--- src/design/misc_control_regs.vh ---
`ifndef MISC_CONTROL_REGS_VH
`define MISC_CONTROL_REGS_VH
// ==========================================
// clock and timing
`define CLK_MHZ 100
`define ST_SETTLE_MS 20
// ==========================================
// register byte addresses (even = low byte)
`define ADDR_AUX_LEVEL 7'h30
`define ADDR_MISC_CTRL 7'h34
`define ADDR_GPIO_CTRL 7'h36
`define ADDR_STATUS 7'h3c
`define ADDR_COMMAND 7'h3e
// ==========================================
// reset values
`define MISC_CTRL_RST 16'h0000
`define GPIO_CTRL_RST 16'h0000
`define AUX_LEVEL_RST 12'h000
`define STATUS_RST 16'h0000
// ==========================================
// misc control fields
`define MC_DR_SEL 0
`define MC_DR_POL 1
`define MC_DR_EN 2
`define MC_ST_EN 8
`define MC_POST_DIS 10
`define MC_MASK 16'h0507
// ==========================================
// general io control fields
`define GC_DIR1 0
`define GC_DIR2 1
`define GC_DAT1 8
`define GC_DAT2 9
// ==========================================
// command bits
`define CMD_AUTONULL 0
`define CMD_RESTORE 1
`define CMD_LATCH 2
`define CMD_FLASH 3
`define CMD_CLR_STAT 4
`define CMD_SW_RESET 7
// ==========================================
// status fields
`define ST_FLASH_FAIL 2
`define ST_SELF_FAIL 5
`define STATUS_EXT_MASK 16'h030b
`endif

--- src/design/misc_control_command_regs.v ---
`timescale 1ns/1ps
`include "misc_control_regs.vh"

module misc_control_command_regs #(
  parameter SETTLE_CYC = `ST_SETTLE_MS * 1000 * `CLK_MHZ,
  parameter PER_W = 24,
  parameter [13:0] ST_LIMIT = 14'h015e
) (
  // clock and reset
  input wire clk_in,
  input wire reset_in,
  // serial port
  input wire sclk_in,
  input wire cs_n_in,
  input wire mosi_in,
  output reg miso_out,
  // io lines
  input wire io_line_one_in,
  output reg io_line_one_out,
  output reg io_line_one_oe_out,
  input wire io_line_two_in,
  output reg io_line_two_out,
  output reg io_line_two_oe_out,
  // sensor core
  input wire sample_tick_in,
  input wire [13:0] x_accel_output_in,
  input wire [13:0] y_accel_output_in,
  input wire [15:0] status_event_in,
  output reg self_test_drive_out,
  output reg [13:0] x_accel_offset_out,
  output reg [13:0] y_accel_offset_out,
  // aux level, flash and soft reset
  output reg [11:0] aux_level_code_out,
  output reg flash_backup_req_out,
  input wire flash_fail_in,
  output reg soft_reset_out
);

  // ==========================================
  // serial port and io line synchronisers
  reg sclk_m_q, sclk_s_q, sclk_d_q;
  reg cs_m_q, cs_s_q, cs_d_q;
  reg mosi_m_q, mosi_s_q;
  reg io1_m_q, io1_s_q, io2_m_q, io2_s_q;

  always @(posedge clk_in) begin
    if (reset_in) begin
      sclk_m_q <= 1'b1;
      sclk_s_q <= 1'b1;
      sclk_d_q <= 1'b1;
      cs_m_q <= 1'b1;
      cs_s_q <= 1'b1;
      cs_d_q <= 1'b1;
      mosi_m_q <= 1'b0;
      mosi_s_q <= 1'b0;
      io1_m_q <= 1'b0;
      io1_s_q <= 1'b0;
      io2_m_q <= 1'b0;
      io2_s_q <= 1'b0;
    end else begin
      sclk_m_q <= sclk_in;
      sclk_s_q <= sclk_m_q;
      sclk_d_q <= sclk_s_q;
      cs_m_q <= cs_n_in;
      cs_s_q <= cs_m_q;
      cs_d_q <= cs_s_q;
      mosi_m_q <= mosi_in;
      mosi_s_q <= mosi_m_q;
      io1_m_q <= io_line_one_in;
      io1_s_q <= io1_m_q;
      io2_m_q <= io_line_two_in;
      io2_s_q <= io2_m_q;
    end
  end

  wire sclk_rise = sclk_s_q & ~sclk_d_q;
  wire sclk_fall = ~sclk_s_q & sclk_d_q;
  wire frame_start = ~cs_s_q & cs_d_q;
  wire frame_end = cs_s_q & ~cs_d_q;
  wire in_frame = ~cs_s_q;

  // ==========================================
  // shift registers
  reg [15:0] rx_q, tx_q, resp_q;
  reg [4:0] bit_cnt_q;

  always @(posedge clk_in) begin
    if (reset_in) begin
      rx_q <= 16'h0000;
      tx_q <= 16'h0000;
      bit_cnt_q <= 5'h00;
      miso_out <= 1'b0;
    end else if (frame_start) begin
      tx_q <= resp_q;
      bit_cnt_q <= 5'h00;
    end else if (in_frame && sclk_fall) begin
      miso_out <= tx_q[15];
      tx_q <= {tx_q[14:0], 1'b0};
    end else if (in_frame && sclk_rise) begin
      rx_q <= {rx_q[14:0], mosi_s_q};
      if (bit_cnt_q != 5'h11) begin
        bit_cnt_q <= bit_cnt_q + 5'h01;
      end
    end
  end

  // a frame counts only with exactly sixteen bits; short or long frames are dropped
  wire word_done = frame_end && (bit_cnt_q == 5'h10);
  wire is_write = rx_q[15];
  wire [6:0] base = {rx_q[14:9], 1'b0};
  wire hi_byte = rx_q[8];
  wire [7:0] wdata = rx_q[7:0];
  wire wr_en = word_done & is_write;
  wire rd_en = word_done & ~is_write;

  // ==========================================
  // registers
  reg [15:0] misc_q, gpio_q, status_q;
  reg [11:0] aux_q;
  reg cmd_srst_q;
  wire int_rst = reset_in | cmd_srst_q;
  wire [15:0] mc_mask = `MC_MASK;

  wire cmd_wr = wr_en && base == `ADDR_COMMAND && !hi_byte;
  wire do_null = cmd_wr & wdata[`CMD_AUTONULL];
  wire do_restore = cmd_wr & wdata[`CMD_RESTORE];
  wire do_latch = cmd_wr & wdata[`CMD_LATCH];
  wire do_flash = cmd_wr & wdata[`CMD_FLASH];
  wire do_clr = cmd_wr & wdata[`CMD_CLR_STAT];
  wire do_srst = cmd_wr & wdata[`CMD_SW_RESET];

  always @(posedge clk_in) begin
    if (int_rst) begin
      misc_q <= `MISC_CTRL_RST;
      gpio_q <= `GPIO_CTRL_RST;
      aux_q <= `AUX_LEVEL_RST;
    end else if (wr_en) begin
      if (base == `ADDR_MISC_CTRL) begin
        if (hi_byte) begin
          misc_q[15:8] <= wdata & mc_mask[15:8];
        end else begin
          misc_q[7:0] <= wdata & mc_mask[7:0];
        end
      end
      if (base == `ADDR_GPIO_CTRL) begin
        if (hi_byte) begin
          gpio_q[9:8] <= wdata[1:0];
        end else begin
          gpio_q[1:0] <= wdata[1:0];
        end
      end
      if (base == `ADDR_AUX_LEVEL) begin
        if (hi_byte) begin
          aux_q[11:8] <= wdata[3:0];
        end else begin
          aux_q[7:0] <= wdata;
        end
      end
    end
  end

  // ==========================================
  // command pulses and outputs
  always @(posedge clk_in) begin
    if (reset_in) begin
      cmd_srst_q <= 1'b0;
      soft_reset_out <= 1'b0;
      flash_backup_req_out <= 1'b0;
      aux_level_code_out <= `AUX_LEVEL_RST;
      x_accel_offset_out <= 14'h0000;
      y_accel_offset_out <= 14'h0000;
    end else begin
      cmd_srst_q <= do_srst;
      soft_reset_out <= do_srst;
      flash_backup_req_out <= do_flash;
      if (cmd_srst_q) begin
        aux_level_code_out <= `AUX_LEVEL_RST;
      end else if (do_latch) begin
        aux_level_code_out <= aux_q;
      end
      if (do_null) begin
        x_accel_offset_out <= 14'h0000 - x_accel_output_in;
        y_accel_offset_out <= 14'h0000 - y_accel_output_in;
      end else if (do_restore) begin
        x_accel_offset_out <= 14'h0000;
        y_accel_offset_out <= 14'h0000;
      end
    end
  end

  // ==========================================
  // power-on self-test
  localparam [3:0] ST_IDLE = 4'h1;
  localparam [3:0] ST_OFF = 4'h2;
  localparam [3:0] ST_ON = 4'h4;
  localparam [3:0] ST_CHK = 4'h8;
  reg [3:0] st_q;
  reg [31:0] st_cnt_q;
  reg [13:0] x0_q, y0_q;
  reg st_fail_q, st_start_q;
  wire [13:0] dx = x_accel_output_in - x0_q;
  wire [13:0] dy = y_accel_output_in - y0_q;
  wire [13:0] adx = dx[13] ? 14'h0000 - dx : dx;
  wire [13:0] ady = dy[13] ? 14'h0000 - dy : dy;
  wire settled = st_cnt_q >= SETTLE_CYC - 1;

  always @(posedge clk_in) begin
    if (int_rst) begin
      st_q <= ST_IDLE;
      st_cnt_q <= 32'h0000_0000;
      x0_q <= 14'h0000;
      y0_q <= 14'h0000;
      st_fail_q <= 1'b0;
      st_start_q <= 1'b1;
    end else begin
      st_fail_q <= 1'b0;
      st_start_q <= 1'b0;
      case (st_q)
        ST_IDLE: begin
          // bit 10 low means the start-up test runs
          if (st_start_q && !misc_q[`MC_POST_DIS]) begin
            st_q <= ST_OFF;
            st_cnt_q <= 32'h0000_0000;
          end
        end
        ST_OFF: begin
          st_cnt_q <= st_cnt_q + 32'h0000_0001;
          if (settled) begin
            x0_q <= x_accel_output_in;
            y0_q <= y_accel_output_in;
            st_cnt_q <= 32'h0000_0000;
            st_q <= ST_ON;
          end
        end
        ST_ON: begin
          st_cnt_q <= st_cnt_q + 32'h0000_0001;
          if (settled) begin
            st_q <= ST_CHK;
          end
        end
        ST_CHK: begin
          st_fail_q <= (adx < ST_LIMIT) | (ady < ST_LIMIT);
          st_q <= ST_IDLE;
        end
        default: begin
          st_q <= ST_IDLE;
        end
      endcase
    end
  end

  // ==========================================
  // status, set beats clear
  reg [15:0] set_vec, clr_vec;
  always @* begin
    set_vec = status_event_in & `STATUS_EXT_MASK;
    set_vec[`ST_SELF_FAIL] = st_fail_q;
    set_vec[`ST_FLASH_FAIL] = flash_fail_in;
    clr_vec = 16'h0000;
    if (do_clr) begin
      clr_vec = 16'hffff;
    end else if (rd_en && base == `ADDR_STATUS) begin
      clr_vec[`ST_FLASH_FAIL] = 1'b1;
    end
  end

  always @(posedge clk_in) begin
    if (int_rst) begin
      status_q <= `STATUS_RST;
    end else begin
      status_q <= (status_q & ~clr_vec) | set_vec;
    end
  end

  // ==========================================
  // read response for the next frame
  reg [15:0] rdata;
  always @* begin
    case (base)
      `ADDR_MISC_CTRL: rdata = misc_q;
      `ADDR_GPIO_CTRL: rdata = {6'h00, io2_s_q, io1_s_q, 6'h00, gpio_q[1:0]};
      `ADDR_AUX_LEVEL: rdata = {4'h0, aux_q};
      `ADDR_STATUS: rdata = status_q;
      default: rdata = 16'h0000;
    endcase
  end

  always @(posedge clk_in) begin
    if (int_rst) begin
      resp_q <= 16'h0000;
    end else if (rd_en) begin
      resp_q <= rdata;
    end
  end

  // ==========================================
  // data-ready timing: period measured between sample ticks
  reg [PER_W-1:0] per_cnt_q, per_q, el_q;
  reg dr_act_q;
  always @(posedge clk_in) begin
    if (int_rst) begin
      per_cnt_q <= {PER_W{1'b0}};
      per_q <= {PER_W{1'b0}};
      el_q <= {PER_W{1'b0}};
      dr_act_q <= 1'b0;
    end else if (sample_tick_in) begin
      per_q <= per_cnt_q + 1'b1;
      per_cnt_q <= {PER_W{1'b0}};
      el_q <= {PER_W{1'b0}};
      dr_act_q <= 1'b1;
    end else begin
      per_cnt_q <= per_cnt_q + 1'b1;
      el_q <= el_q + 1'b1;
      if (el_q + 1'b1 >= (per_q >> 2)) begin
        dr_act_q <= 1'b0;
      end
    end
  end

  // ==========================================
  // io line drivers
  wire dr_en = misc_q[`MC_DR_EN];
  wire dr_one = dr_en & ~misc_q[`MC_DR_SEL];
  wire dr_two = dr_en & misc_q[`MC_DR_SEL];
  wire dr_lvl = misc_q[`MC_DR_POL] ? dr_act_q : ~dr_act_q;

  always @(posedge clk_in) begin
    if (int_rst) begin
      io_line_one_out <= 1'b0;
      io_line_one_oe_out <= 1'b0;
      io_line_two_out <= 1'b0;
      io_line_two_oe_out <= 1'b0;
      self_test_drive_out <= 1'b0;
    end else begin
      io_line_one_oe_out <= dr_one | gpio_q[`GC_DIR1];
      io_line_one_out <= dr_one ? dr_lvl : gpio_q[`GC_DAT1];
      io_line_two_oe_out <= dr_two | gpio_q[`GC_DIR2];
      io_line_two_out <= dr_two ? dr_lvl : gpio_q[`GC_DAT2];
      self_test_drive_out <= misc_q[`MC_ST_EN] | (st_q == ST_ON);
    end
  end

endmodule

--- config.mk ---
export PLATFORM = sky130hd
export DESIGN_NAME = misc_control_command_regs
export DESIGN_NICKNAME = d
export VERILOG_FILES = /design/src/design/misc_control_command_regs.v
export VERILOG_INCLUDE_DIRS = /design/src /design/src/design
export SDC_FILE = /design/constraint.sdc
export NUM_CORES = 1
export LEC_CHECK = 0
export BUFFER_PORTS_ARGS = -buffer_cell sky130_fd_sc_hd__buf_2
export CAP_MARGIN = 20
export CORE_UTILIZATION = 49
export DETAILED_ROUTE_END_ITERATION = 16
export GPL_TIMING_DRIVEN = 0
export HOLD_SLACK_MARGIN = 0.06
export PLACE_DENSITY = 0.76
export RECOVER_POWER = 25
export SLEW_MARGIN = 10
export SYNTH_ARGS = -nofsm -noshare
export SYNTH_HDL_FRONTEND = slang
export SYNTH_SLANG_ARGS = --single-unit
--- constraint.sdc ---
create_clock -name clk_in -period 3.6 [get_ports clk_in]
set_input_delay 0.18 -clock clk_in [delete_from_list [all_inputs] [get_ports clk_in]]
set_output_delay 0.18 -clock clk_in [all_outputs]
set_load 0.005 [all_outputs]
After elaboration in Yosys (flattened, before gate mapping)

Cells that the tools add are included.
Widths: inputs -> output; s select.

Output and inout bits: 48
Memories kept: 0
Memory bits (read-only): 0
Input port bits: 53
Logic and storage cells: 159
Register bits: 289
Latch bits: 0
Memory bits (writable): 0

Shift operators: 0
Order comparisons: 4
Add/subtract/negate cells: 10
Equal/unequal tests: 14
Bitwise logic cells: 33
Muxes and demuxes: 25
Multipliers: 0
Reductions and logical operators: 29
Divide/modulo/power cells: 0

Operator list:

| cell                  | number |
|---|---|
| $pmux 32 s3           | 1 |
| $mux 14               | 5 |
| $mux 32               | 2 |
| $pmux 16 s4           | 1 |
| $sub 1x14->14 const A | 4 |
| $add 24x1->24 const B | 2 |
| $add 32x1->32 const B | 1 |
| $ge 32x21->1 const B  | 1 |
| $mux 16               | 2 |
| $eq 6x5->1 const B    | 5 |
| $lt 14x9->1 const B   | 2 |
| $sub 14x14->14        | 2 |
| $reduce_and 3->1      | 9 |
| $ge 24x22->1          | 1 |
| $and 16x16->16        | 1 |
| $not 16->16           | 1 |
| $or 16x10->16         | 1 |
| $and 1x1->1           | 14 |
| $mux 13               | 1 |
| $mux 4                | 3 |
| $pmux 4 s3            | 1 |
| $not 1->1             | 11 |
| $mux 1                | 8 |
| $reduce_or 2->1       | 4 |
| other kinds (15)      | 32 |

Longest topological paths before layout

Gate-level depths: netlist of the first run.

Word-level depth: 11
Depth in mapped cells: 14

Worst setup path before layout of the first run

No wires, ideal clock.

Path type: register -> register
Start: reg x0_q[0]
End: reg st_fail_q
Period minus slack after synthesis: 3.250 ns
Arrival: 3.162 ns
Path slack: 0.350 ns
Setup time: 0.088 ns
Cell stages (with the launch flop): 12
Cells stage by stage: dfxtp_1 > ha_1 > fa_1 > nand2b_1 > a211oi_1 > mux2i_1 > o2111ai_2 > nor4_4 > nand4_1 > or4b_1 > o211a_1 > o32ai_2

Word-level cells in the longest chain between the ends: 5

RTL lines:

| item                   | line                            | RTL |
|---|---|---|
| start, declared        | misc_control_command_regs.v:199 | `reg [13:0] x0_q, y0_q;` |
| start signal, assigned | misc_control_command_regs.v:229 | `x0_q <= x_accel_output_in;` |
| $sub 14x14->14 (*)     | misc_control_command_regs.v:201 | `wire [13:0] dx = x_accel_output_in - x0_q;` |
| $sub 1x14->14          | misc_control_command_regs.v:203 | `wire [13:0] adx = dx[13] ? 14'h0000 - dx : dx;` |
| $mux 14 (*)            | misc_control_command_regs.v:203 |  |
| $lt 14x9->1 (*)        | misc_control_command_regs.v:242 | `st_fail_q <= (adx < ST_LIMIT) \| (ady < ST_LIMIT);` |
| $or 1x1->1 (*)         | misc_control_command_regs.v:242 |  |
| end signal, assigned   | misc_control_command_regs.v:242 |  |
| end, declared          | misc_control_command_regs.v:200 | `reg st_fail_q, st_start_q;` |

Every way passes the cells marked *; elsewhere a longest branch is shown, timed or not.
A chain may end at the register's enable or synchronous reset.

Final worst setup path of the first run

Start: in x_accel_output_in[0]
End: reg st_fail_q

Word-level cells in the longest chain between the ends: 5

RTL lines:

| item               | line                            | RTL |
|---|---|---|
| start, declared    | misc_control_command_regs.v:26  | `input wire [13:0] x_accel_output_in,` |
| $sub 14x14->14 (*) | misc_control_command_regs.v:201 |  |
| $sub 1x14->14      | misc_control_command_regs.v:203 |  |
| $mux 14 (*)        | misc_control_command_regs.v:203 |  |
| $lt 14x9->1 (*)    | misc_control_command_regs.v:242 |  |
| $or 1x1->1 (*)     | misc_control_command_regs.v:242 |  |

Marks and branches as above.

==> summary.txt, run 1 <==
Status
  – Status: complete, no violations

GRT
  – Global-route wire length before repair: around 54 mm
  – Vias in the first global route: approximately 11000
  – Gr usage total: 22.7%
  – Global route total overflow: 0
  – Initial antenna violation count: 1
  – Largest net degree at the start of global routing: 17

Logic synthesis
  – Post-synth EDFFs: 0
  – Yosys warns: 0
  – Largest family of logic cells by synthesized area: simple AND/OR/NAND/NOR gates
  – Mux contribution to synthesized area: 3.16%
  – Post-synth ARST share: 0%
  – Post-synth top flop: dfxtp_1
  – Syn_area_per_cell: about 8.5 um2
  – Unique masters post-synth: between 70 and 80
  – Adder-Cell Fraction of Synth Area: under 10%
  – Post-Synth XOR/XNOR Area: 8.20%
  – #FFs+latches synth: 287
  – Compound-Gate Fraction of Synth Area: about 14%
  – Synth Instances: 1614
  – Register area share after synthesis: 41.8%
  – Mapped Nets: about 1700
  – Simple-gate share of the synthesized area: a little under a quarter
  – Post-Syn Area: around 14000 um2

Floorplanning
  – Rows: 60
  – Initial Util: between 50% and 60%
  – Die ar.: between 20000 and 30000 um2
  – Core Area: ~27000 um2
  – Die height: 169 um
  – Die width: 169 um
  – Boundary Pins: 101

CTS
  – CTS tree: built
  – CTS Root Cell: clkbuf_16
  – Clk sinks: approximately 290
  – Worst-path clk slew: about 0.060 ns
  – Worst-Skew Late Latency: a little under 0.6 ns
  – Num CTS Buffers: 30
  – Longest Clk Path Bufs: 3
  – H-Tree Level Count: 1

Layout
  – Fillers: 2353
  – Multi-input logic area: between 7000 and 8000 um2
  – Ant. Diodes: 0
  – Most frequent cells in the layout: dfxtp_1, nor2_1, nand2_1
  – Storage element area: between 5000 and 6000 um2
  – Layout cells sized above 1: under 10%
  – Nets@finish: about 1900
  – Commonest non-fill, non-tap cell in the layout: dfxtp_1
  – Synth-to-layout area growth: 17.4%
  – Final instance area: approximately 16000 um2
  – Post-Route Utilization: about three fifths

Power and ir drop
  – Leakage: 6.14 nW
  – Fraction of power consumed by the clock network: a little under half
  – Power per cell area: between 400 and 500 nW/um2
  – P_sw: 1.65 mW
  – Comb power frac: under 10%
  – Sequential power share: between 40% and 50%
  – Int Power: roughly 5.4 mW
  – VDD IR max: between 0.3 and 0.4 mV
  – Net Sw Frac: 23.4%

STA
  – Max Slew Vio Count: 0
  – Final Skew: around 0.028 ns
  – Worst Max-Slew Pin Slew: approximately 0.94 ns
  – Fmax: about 290 MHz
  – Fin crit share: approximately 96%
  – Final Hold Viols: 0
  – Fin Setup TNS: 0 ns
  – Fin crit period: 3.46 ns
  – Final Setup Violations: 0
  – Slew headroom: 36.6%

Drt
  – Total wire length: between 30 and 40 mm
  – DR vias: 11919
  – Iter 0 DRT Violations: 830
  – Residual DRC: 0
  – Routed length per instance: 15.3 um
  – Drt first pass iters: 5
  – Vias per cell: 5.49
  – Post-route ant nets: 0

Job
  – Max-cap violations: 0

Setup path
  – Critical path origin: x_accel_output_in[0]
  – Setup crit end kind: register
  – Worst Path Max Fanout: 3
  – CP Capture Point: st_fail_q
  – R2R Path End: st_fail_q
  – WP data required: 4.08 ns
  – Crit Path Class: input port to register
  – Critical path arrival: 3.94 ns
  – CP startpoint kind: input port
  – R2R Path Start: x0_q[0]
  – FF-to-FF path depth: 11
  – FF-to-FF setup slack: between 0.15 and 0.2 ns

Place
  – DP Area: 14700 um2
  – I/O Buffers: 89
  – Detailed placement HPWL: between 20 and 25 mm
  – Gp weighted congestion: roughly 0.86

Hold path
  – HP Class: input port to register
[cells by family (layout without fill, tap and decap cells)]
kind of cell / count (synthesis) / in the layout
and+or+nand+nor: 668 / 668
DFF: 287 / 287
AOI/OAI and AO/OA: 281 / 281
buffers and inverters: 146 / 332
xor gates and xnor gates: 127 / 127
adders and majority gates: 62 / 62
muxes: 43 / 43
[through the flow]
step / total power, mW / cells / setup slack [ns] / hold slack [ns]
floorplan: 3.65 / 1614 / 0.350 / 0.284
global placement: 3.77 / 2075 / -0.0475 / 0.366
detailed placement: 3.79 / 2075 / -0.131 / 0.364
CTS: 7.12 / 2168 / 0.0241 / 0.0712
global route: 7.32 / 2172 / -0.0339 / 0.131
finish: 7.08 / 2172 / 0.137 / 0.109
[worst min-delay path by stage]
stage	startpoint	end	depth (start not counted)
after floorplan	cs_n_in	cs_m_q	1
after global placement	sclk_in	sclk_m_q	2
after detailed placement	cs_n_in	cs_m_q	2
after CTS	x_accel_output_in[1]	x0_q[1]	5
after global routing	y_accel_output_in[1]	y0_q[1]	5
final	x_accel_output_in[1]	x0_q[1]	5
[per-layer routing]
| metal | share of wire, % | wire (um) | GRT usage, % |
|---|---|---|---|
| met4 | 2.4 | 798 | 7.48 |
| met5 | 0 | 0 | 0 |
| met3 | 4.6 | 1520 | 2.75 |
| met2 | 48 | 15900 | 38.7 |
| met1 | 45 | 15100 | 29.8 |
[power groups by stage]
stage | Sequential, mW | Combinational [mW] | Clock [mW]
2_1_floorplan | 3.29 | 0.358 | 0
3_3_place_gp | 3.29 | 0.481 | 0
3_5_place_dp | 3.29 | 0.493 | 0
4_1_cts | 3.22 | 0.530 | 3.36
5_1_grt | 3.22 | 0.605 | 3.49
6_report | 3.22 | 0.549 | 3.31
[layout make-up]
| cell class | count | area share [%] |
|---|---|---|
| Inverter | 73 | 1.70 |
| Clock buffer | 37 | 5.13 |
| Multi-Input combinational cell | 1181 | 46.2 |
| Sequential cell | 287 | 35.6 |
| Clock inverter | 18 | 1.58 |
| Buffer | 73 | 1.85 |
| Tap cell | 372 | 2.88 |
| Timing Repair Buffer | 131 | 5.06 |
[registers in the layout, summed over array words and instances (netlist names), 4 cells and up]
register / cells
gpio_q: 4
resp_q: 16
tx_q: 16
y_accel_offset_out: 14
status_q: 16
x_accel_offset_out: 14
rx_q: 16
st_cnt_q: 32
per_q: 22
per_cnt_q: 24
el_q: 24
aux_q: 12
bit_cnt_q: 5
misc_q: 5
y0_q: 14
aux_level_code_out: 12
x0_q: 14
st_q: 4
[Yosys cell counts (7+ instances only)]
library cell / number / area (um2)
a22oi_1: 47 / 353
a31oi_1: 11 / 68.8
or4_1: 7 / 52.6
nand2_1: 128 / 480
nor3_1: 30 / 150
ha_1: 58 / 726
nor4_1: 10 / 62.6
a21o_1: 14 / 105
xor2_1: 71 / 622
nand2b_1: 13 / 81.3
clkbuf_1: 60 / 225
a211oi_1: 28 / 210
a222oi_1: 15 / 150
mux2i_1: 40 / 400
and2_1: 9 / 56.3
nand3_1: 63 / 315
or2_2: 10 / 62.6
nand3b_1: 7 / 52.6
nand4_1: 17 / 106
or3_1: 16 / 100
nor2_1: 265 / 995
dfxtp_1: 287 / 5750
inv_1: 72 / 270
o21ai_0: 18 / 90.1
a21oi_1: 99 / 495
nor2b_1: 38 / 238
xnor2_1: 54 / 473
and3_1: 28 / 175
[repair_timing]
action                     in CTS  in global routing
gates cloned                    0                  0
setup buffers                   0                  4
setup endpoints to repair       1                 19
pin swaps                       0                  5
hold endpoints to repair       48                  0
hold buffers                   38                  0
gates resized for setup         1                  7
[worst max-delay path, cell delays in order]
cell and delay (ns):
dlygate4sd3_1 0.52, buf_2 0.12, inv_1 0.08, ha_1 0.23, fa_2 0.38, nand2b_4 0.18, a211oi_4 0.30, mux2i_2 0.28
o2111ai_2 0.22, nor4_4 0.37, nand4_1 0.17, or4b_1 0.53, o211a_1 0.15, o32ai_2 0.23
No activity file was read; power rests on OpenSTA's default activity.
==> inputs of run 2 (changes only) <==
--- a/config.mk
+++ b/config.mk
@@ -8,13 +8,13 @@
 export LEC_CHECK = 0
 export BUFFER_PORTS_ARGS = -buffer_cell sky130_fd_sc_hd__buf_2
 export CAP_MARGIN = 20
-export CORE_UTILIZATION = 49
+export CELL_PAD_IN_SITES_DETAIL_PLACEMENT = 0
+export CELL_PAD_IN_SITES_GLOBAL_PLACEMENT = 1
+export CORE_UTILIZATION = 46
 export DETAILED_ROUTE_END_ITERATION = 16
 export GPL_TIMING_DRIVEN = 0
 export HOLD_SLACK_MARGIN = 0.06
-export PLACE_DENSITY = 0.76
-export RECOVER_POWER = 25
-export SLEW_MARGIN = 10
+export PLACE_DENSITY = 0.89
 export SYNTH_ARGS = -nofsm -noshare
 export SYNTH_HDL_FRONTEND = slang
 export SYNTH_SLANG_ARGS = --single-unit
==> run 2 against run 1 <==
  * Count of clock-buffer cells in the layout grew 9
  * Combinational power shrank 3%
  * Non-clock buffer count shrank 2
  * Largest power group is now sequential cells
  * Fmax grew 1.7%
  * Die area grew 6.4%
  * Critical path type unchanged
==> summary.txt, run 2 (same netlist as run 1, synthesis figures left out) <==
CTS
  – Longest Clk Path Bufs: 3 (unchanged)
  – CTS Root Cell: clkbuf_16
  – H-Tree Level Count: 1 (unchanged)
  – Worst-Skew Late Latency: 0.58 ns (about the same)
  – Num CTS Buffers: 30 (unchanged)
  – Clk sinks: 287 (unchanged)
  – CTS tree: built
  – Worst-path clk slew: 0.06 ns (about the same)

STA
  – Final worst slack: 0.196 ns (+0.0591 ns)
  – RSZ-0062 raised after global routing: no
  – Worst Max-Slew Pin Slew: 1.07 ns (+0.126 ns)
  – Final Hold Viols: 0 (unchanged)
  – Slew headroom: 28.2% (-8.4 points)
  – Fin crit period: 3.40 ns (-0.0591 ns)
  – Fmax: 294 MHz (+1.7%)
  – Final Setup Violations: 0 (unchanged)
  – Final Skew: 0.0194 ns (-0.00881 ns)
  – Max Slew Vio Count: 0 (unchanged)
  – Fin crit share: 94.6% (-1.6 points)

Drt
  – Drt first pass iters: 5 (unchanged)
  – DR vias: 11661 (-2.2%)
  – Iter 0 DRT Violations: 669 (-19%)
  – Post-route ant nets: 0 (unchanged)
  – Vias per cell: 5.35 (-2.4%)
  – Total wire length: 32.4 mm (-2.6%)
  – Residual DRC: 0 (unchanged)
  – Routed length per instance: 14.9 um (-2.8%)

Power and ir drop
  – Net Sw Frac: 23.3% (-0.076 points)
  – VDD IR max: 0.352 mV (-0.69%)
  – Int Power: 5.25 mW (-3.3%)
  – Comb power frac: 7.8% (about the same)
  – Fraction of power consumed by the clock network: 45.0% (-1.7 points)
  – Tot Pwr: 6.84 mW (-3.4%)
  – Power per cell area: 425 nW/um2 (-3.2%)
  – P_sw: 1.59 mW (-3.7%)
  – Sequential power share: 47.1% (+1.6 points)
  – Leakage: 6.23 nW (+1.5%)

Setup path
  – Critical path's slowest cell: or4b_1
  – CP startpoint kind: input port
  – Setup crit end kind: register
  – Critical path origin: x_accel_output_in[0]
  – Crit Path Class: input port to register
  – Delay-heaviest family, CP: simple AND/OR/NAND/NOR gates
  – CP Capture Point: st_fail_q
  – Slowest stage delay, CP: 0.53 ns (about the same)
  – FF-to-FF path depth: 11 (unchanged)
  – FF-to-FF setup slack: 0.24 ns (+0.05 ns)
  – R2R Path Start: x0_q[0]
  – Crit path buf inv count: 3 (unchanged)
  – WP data required: 4.08 ns (about the same)
  – R2R Path End: st_fail_q
  – CP Depth: 14 (unchanged)
  – Critical path arrival: 3.88 ns (-0.06 ns)
  – Worst Path Max Fanout: 3 (unchanged)
  – Critical path cell sequence: dlygate4sd3_1 -> buf_2 -> inv_1 -> ha_1 -> fa_2 -> nand2b_4 -> a211oi_4 -> mux2i_1 -> o2111ai_2 -> nor4_4 -> nand4_1 -> or4b_1 -> o211a_1 -> o32ai_2

Layout
  – Layout cells sized above 1: 9.92% (+1.2 points)
  – Commonest non-fill, non-tap cell in the layout: dfxtp_1
  – Synth-to-layout area growth: 17.1%
  – Fillers: 2698 (+15%)
  – Nets@finish: 1888 (-0.11%)
  – Storage element area: 5750 um2 (unchanged)
  – Most frequent cells in the layout: dfxtp_1, nor2_1, nand2_1
  – Most flops, register: st_cnt_q
  – Multi-input logic area: 7460 um2 (about the same)
  – Largest regs: st_cnt_q: 32 flops, el_q: 24 flops, per_cnt_q: 24 flops
  – Ant. Diodes: 0 (unchanged)
  – Max reg flops: 32 (unchanged)

Floorplanning
  – Die ar.: 30600 um2 (+6.4%)
  – Boundary Pins: 101 (unchanged)
  – Die height: 175 um (+3.2%)
  – Core Area: 29000 um2 (+6.5%)
  – Initial Util: 47.4% (-3.1 points)
  – Die width: 175 um (+3.2%)
  – Rows: 62 (+3.3%)

Place
  – Gp weighted congestion: 0.843 (-2.4%)
  – I/O Buffers: 89 (unchanged)
  – Pre-CTS WS: -0.110 ns (+0.0208 ns)
  – Detailed placement HPWL: 24.1 mm (+2.0%)

GRT
  – Largest net degree at the start of global routing: 17 (unchanged)
  – Initial antenna violation count: 0 (-1)
  – Global-route wire length before repair: 53.0 mm (-1.4%)
  – Vias in the first global route: 10865 (-2.3%)
  – Gr usage total: 20.9% (-1.9 points)
  – Global route total overflow: 0 (unchanged)

Job
  – Max-cap violations: 0 (unchanged)

Status
  – Status: complete, no violations

Hold path
  – HP Class: input port to register
-- run 2: changes by cell type in the layout (fill, tap and decap cells not counted), moves of 4 or more --
cell | before | now
buf_2 | 62 | 93
bufinv_16 | 5 | 1
clkinv_2 | 7 | 2
clkbuf_1 | 93 | 65
clkbuf_8 | 5 | 11
-- run 2: through the flow --
step                std cells  instance area (um2)  utilization (%)  hold WS [ns]  TNS, ns
finish                   2178                16100             55.5        0.0753        0
global route             2178                16100             55.5        0.0715        0
CTS                      2176                16100             55.3        0.0643        0
detailed placement       2087                14700             50.6         0.373   -0.110
global placement         2087                14700             50.6         0.366  -0.0397
floorplan                1614                13700                -         0.284        0
-- run 2: worst min-delay path, cell delays in order --
cell,delay [ns]
buf_2,0.12
inv_1,0.09
nor2_1,0.11
a21oi_1,0.04
nor2_1,0.08
-- run 2: layer usage --
metal	track usage (%)	share of wire (%)	up-vias
met5	0	0	-
met4	4.75	1.9	0
met3	2.57	3.9	46
met2	34.7	46	207
met1	28.8	48	5485
li1	-	-	5923
-- run 2: layout make-up --
type | count | area share [%]
clock buffer | 46 | 5.72
timing repair buffer | 129 | 5.22
buffer | 73 | 1.85
multi-input combinational | 1181 | 46.3
inverter | 73 | 1.70
tap | 384 | 2.99
sequential | 287 | 35.7
clock inverter | 5 | 0.482
-- run 2: timing repair --
| action | 4_1_cts | 5_1_grt |
|---|---|---|
| hold buffers | 38 | 0 |
| endpoints found under the hold margin | 47 | 0 |
| resized for setup | 1 | 7 |
| pin swaps | 0 | 4 |
| setup buffers | 0 | 2 |
| setup endpoints to repair | 1 | 21 |
-- run 2: worst min-delay path by stage --
stage                         startpoint              endpoint  slack [ns]  depth (start not counted)
finish              y_accel_output_in[1]               y0_q[1]        0.08                          5
global route                    reset_in  flash_backup_req_out        0.07                          3
CTS                             reset_in  flash_backup_req_out        0.06                          3
detailed placement               cs_n_in                cs_m_q        0.37                          2
global placement                 cs_n_in                cs_m_q        0.37                          2
floorplan                        cs_n_in                cs_m_q        0.28                          1
-- run 2: power by group through the flow --
stage	Clock, mW	Sequential, mW	Combinational, mW
floorplan	0	3.29	0.358
global placement	0	3.29	0.485
detailed placement	0	3.29	0.494
CTS	3.14	3.22	0.529
global route	3.27	3.23	0.593
finish	3.08	3.22	0.534
==> inputs of run 3 (changes only) <==
--- a/config.mk
+++ b/config.mk
@@ -6,11 +6,12 @@
 export SDC_FILE = /design/constraint.sdc
 export NUM_CORES = 1
 export LEC_CHECK = 0
-export BUFFER_PORTS_ARGS = -buffer_cell sky130_fd_sc_hd__buf_2
+export BUFFER_PORTS_ARGS = -buffer_cell sky130_fd_sc_hd__buf_4
 export CAP_MARGIN = 20
 export CELL_PAD_IN_SITES_DETAIL_PLACEMENT = 0
 export CELL_PAD_IN_SITES_GLOBAL_PLACEMENT = 1
 export CORE_UTILIZATION = 46
+export CTS_CLUSTER_SIZE = 20
 export DETAILED_ROUTE_END_ITERATION = 16
 export GPL_TIMING_DRIVEN = 0
 export HOLD_SLACK_MARGIN = 0.06
==> run 3 against run 2 <==
  * Sequential power about the same
  * Critical path type unchanged
  * Flip-flop and latch count unchanged
  * Sequential share of layout area down 0.59 points
  * Critical endpoint unchanged
  * Routed wire length up 0.71%
  * First-iteration DRC count up 37%
  * Cell count up 0.32%
==> summary.txt, run 3 (same netlist as run 1, synthesis figures left out) <==
Floorplanning
  – Initial Util: 47.4% (unchanged)
  – Core Area: 29000 um2 (unchanged)
  – Die width: 175 um (unchanged)
  – Rows: 62 (unchanged)
  – Die ar.: 30600 um2 (unchanged)
  – Boundary Pins: 101 (unchanged)
  – Die height: 175 um (unchanged)

GRT
  – Global-route wire length before repair: 53.3 mm (+0.64%)
  – Global route total overflow: 0 (unchanged)
  – Largest net degree at the start of global routing: 17 (unchanged)
  – Vias in the first global route: 10752 (-1.0%)
  – Initial antenna violation count: 0 (unchanged)
  – Gr usage total: 20.9% (+0.079 points)

CTS
  – CTS tree: built
  – Num CTS Buffers: 31 (+3.3%)
  – CTS Root Cell: clkbuf_16
  – Worst-path clk slew: 0.06 ns (about the same)
  – Clk sinks: 287 (unchanged)
  – H-Tree Level Count: 1 (unchanged)
  – Worst-Skew Late Latency: 0.58 ns (about the same)
  – Longest Clk Path Bufs: 3 (unchanged)

Hold path
  – Hold wc startpoint: sample_tick_in
  – Worst Hold Path EP: per_q[4]
  – HP Class: input port to register
  – Hold Path Depth: 4 (-1)

Power and ir drop
  – VDD IR max: 0.368 mV (+4.5%)
  – Tot Pwr: 6.99 mW (+2.2%)
  – Power per cell area: 427 nW/um2 (+0.52%)
  – Leakage: 6.30 nW (+1.3%)

Setup path
  – R2R Path End: st_fail_q
  – R2R Path Start: x0_q[0]
  – Critical path arrival: 3.97 ns (+0.09 ns)
  – WP data required: 4.07 ns (about the same)
  – FF-to-FF setup slack: 0.14 ns (-0.10 ns)
  – CP startpoint kind: input port
  – Crit Path Class: input port to register
  – Worst Path Max Fanout: 3 (unchanged)
  – Setup crit end kind: register
  – FF-to-FF path depth: 11 (unchanged)

Layout
  – Final instance area: 16400 um2 (+1.7%)
  – Largest regs: st_cnt_q: 32 flops, el_q: 24 flops, per_cnt_q: 24 flops
  – Nets@finish: 1891 (+0.16%)
  – Fillers: 2618 (-3.0%)
  – Max reg flops: 32 (unchanged)
  – Post-Route Utilization: 56.4% (+0.93 points)
  – Most flops, register: st_cnt_q
  – Most frequent cells in the layout: dfxtp_1, nor2_1, nand2_1
  – Commonest non-fill, non-tap cell in the layout: dfxtp_1
  – Layout cells sized above 1: 10.3% (+0.35 points)
  – Synth-to-layout area growth: 19.1%
  – Ant. Diodes: 0 (unchanged)

Place
  – Gp weighted congestion: 0.836 (-0.89%)
  – Detailed placement HPWL: 24.0 mm (-0.58%)
  – DP Area: 14900 um2 (+1.5%)
  – I/O Buffers: 89 (unchanged)

Drt
  – Total wire length: 32.7 mm (+0.71%)
  – Post-route ant nets: 0 (unchanged)
  – DR vias: 11671 (+0.086%)
  – Iter 0 DRT Violations: 919 (+37%)
  – Routed length per instance: 15.0 um (+0.39%)
  – Drt first pass iters: 6 (+1)
  – Residual DRC: 0 (unchanged)
  – Vias per cell: 5.34 (-0.23%)

STA
  – Fin crit share: 97.2% (+2.6 points)
  – Max Slew Vio Count: 0 (unchanged)
  – RSZ-0062 raised after global routing: yes
  – Final Setup Violations: 0 (unchanged)
  – WHS: 0.173 ns (+0.0973 ns)
  – Slew headroom: 33.3% (+5.1 points)
  – Fin crit period: 3.50 ns (+0.0948 ns)
  – Final Skew: 0.0239 ns (+0.00448 ns)
  – Worst Max-Slew Pin Slew: 0.994 ns (-0.0763 ns)
  – Fmax: 286 MHz (-2.7%)
  – Fin Setup TNS: 0 ns (unchanged)
  – Final Hold Viols: 0 (unchanged)

Job
  – Max-cap violations: 0 (unchanged)

Status
  – Status: complete, no violations
-- run 3: through the flow --
stage / std cells / setup WS, ns
floorplan: 1614 / 0.350
CTS: 2183 / 0.0731
global placement: 2087 / -0.0219
global route: 2185 / -0.0980
detailed placement: 2087 / -0.0877
finish: 2185 / 0.101
-- run 3: worst max path at each step --
| stage | end | slack, ns | from |
|---|---|---|---|
| floorplan | st_fail_q | 0.35 | x0_q[0] |
| global placement | st_fail_q | -0.02 | x_accel_output_in[0] |
| detailed placement | st_fail_q | -0.09 | x_accel_output_in[0] |
| CTS | st_fail_q | 0.07 | x_accel_output_in[0] |
| global route | st_fail_q | -0.1 | x_accel_output_in[0] |
| finish | st_fail_q | 0.10 | x_accel_output_in[0] |
-- run 3: metal layers --
layer	GRT usage, %	share of wire, %	up-vias
met1	29.7	49	5465
met5	0	0	-
li1	-	-	5931
met3	2.24	4.0	42
met2	34.3	46	233
met4	4.38	1.8	0
-- run 3: final cells by class --
cell class	instances	area, um2	share of cell area (%)
multi-input cells	1181	7440	45.4
flip-flops and latches	287	5750	35.1
repair buffers	131	1080	6.62
clock buffers	41	903	5.52
well taps	384	480	2.94
plain buffers	73	298	1.82
inverters	73	274	1.67
clock inverters	15	143	0.872
-- run 3: where the power goes --
group          total (mW)  leakage, nW  switching, mW  internal (mW)
clock                3.22        0.529           1.32           1.90
combinational       0.547         3.45          0.314          0.233
sequential           3.22         2.32         0.0184           3.21
total                6.99         6.30           1.65           5.34
-- run 3: critical path, cell delays in order --
cell	delay, ns
dlygate4sd3_1	0.53
buf_4	0.12
inv_1	0.06
ha_1	0.22
fa_1	0.43
nand2b_1	0.22
a211oi_2	0.29
mux2i_1	0.26
o2111ai_2	0.20
nor4_4	0.37
nand4_1	0.16
or4b_1	0.51
o211a_1	0.15
o32ai_2	0.27
-- run 3: what timing repair did --
action                                  in CTS  in global routing
pin swaps                                    0                  2
gates cloned                                 0                  0
buffers inserted                             0                  2
hold endpoints to repair                    65                  0
endpoints found under the setup margin       1                 21
hold buffers                                40                  0
gates resized for setup                      1                  1
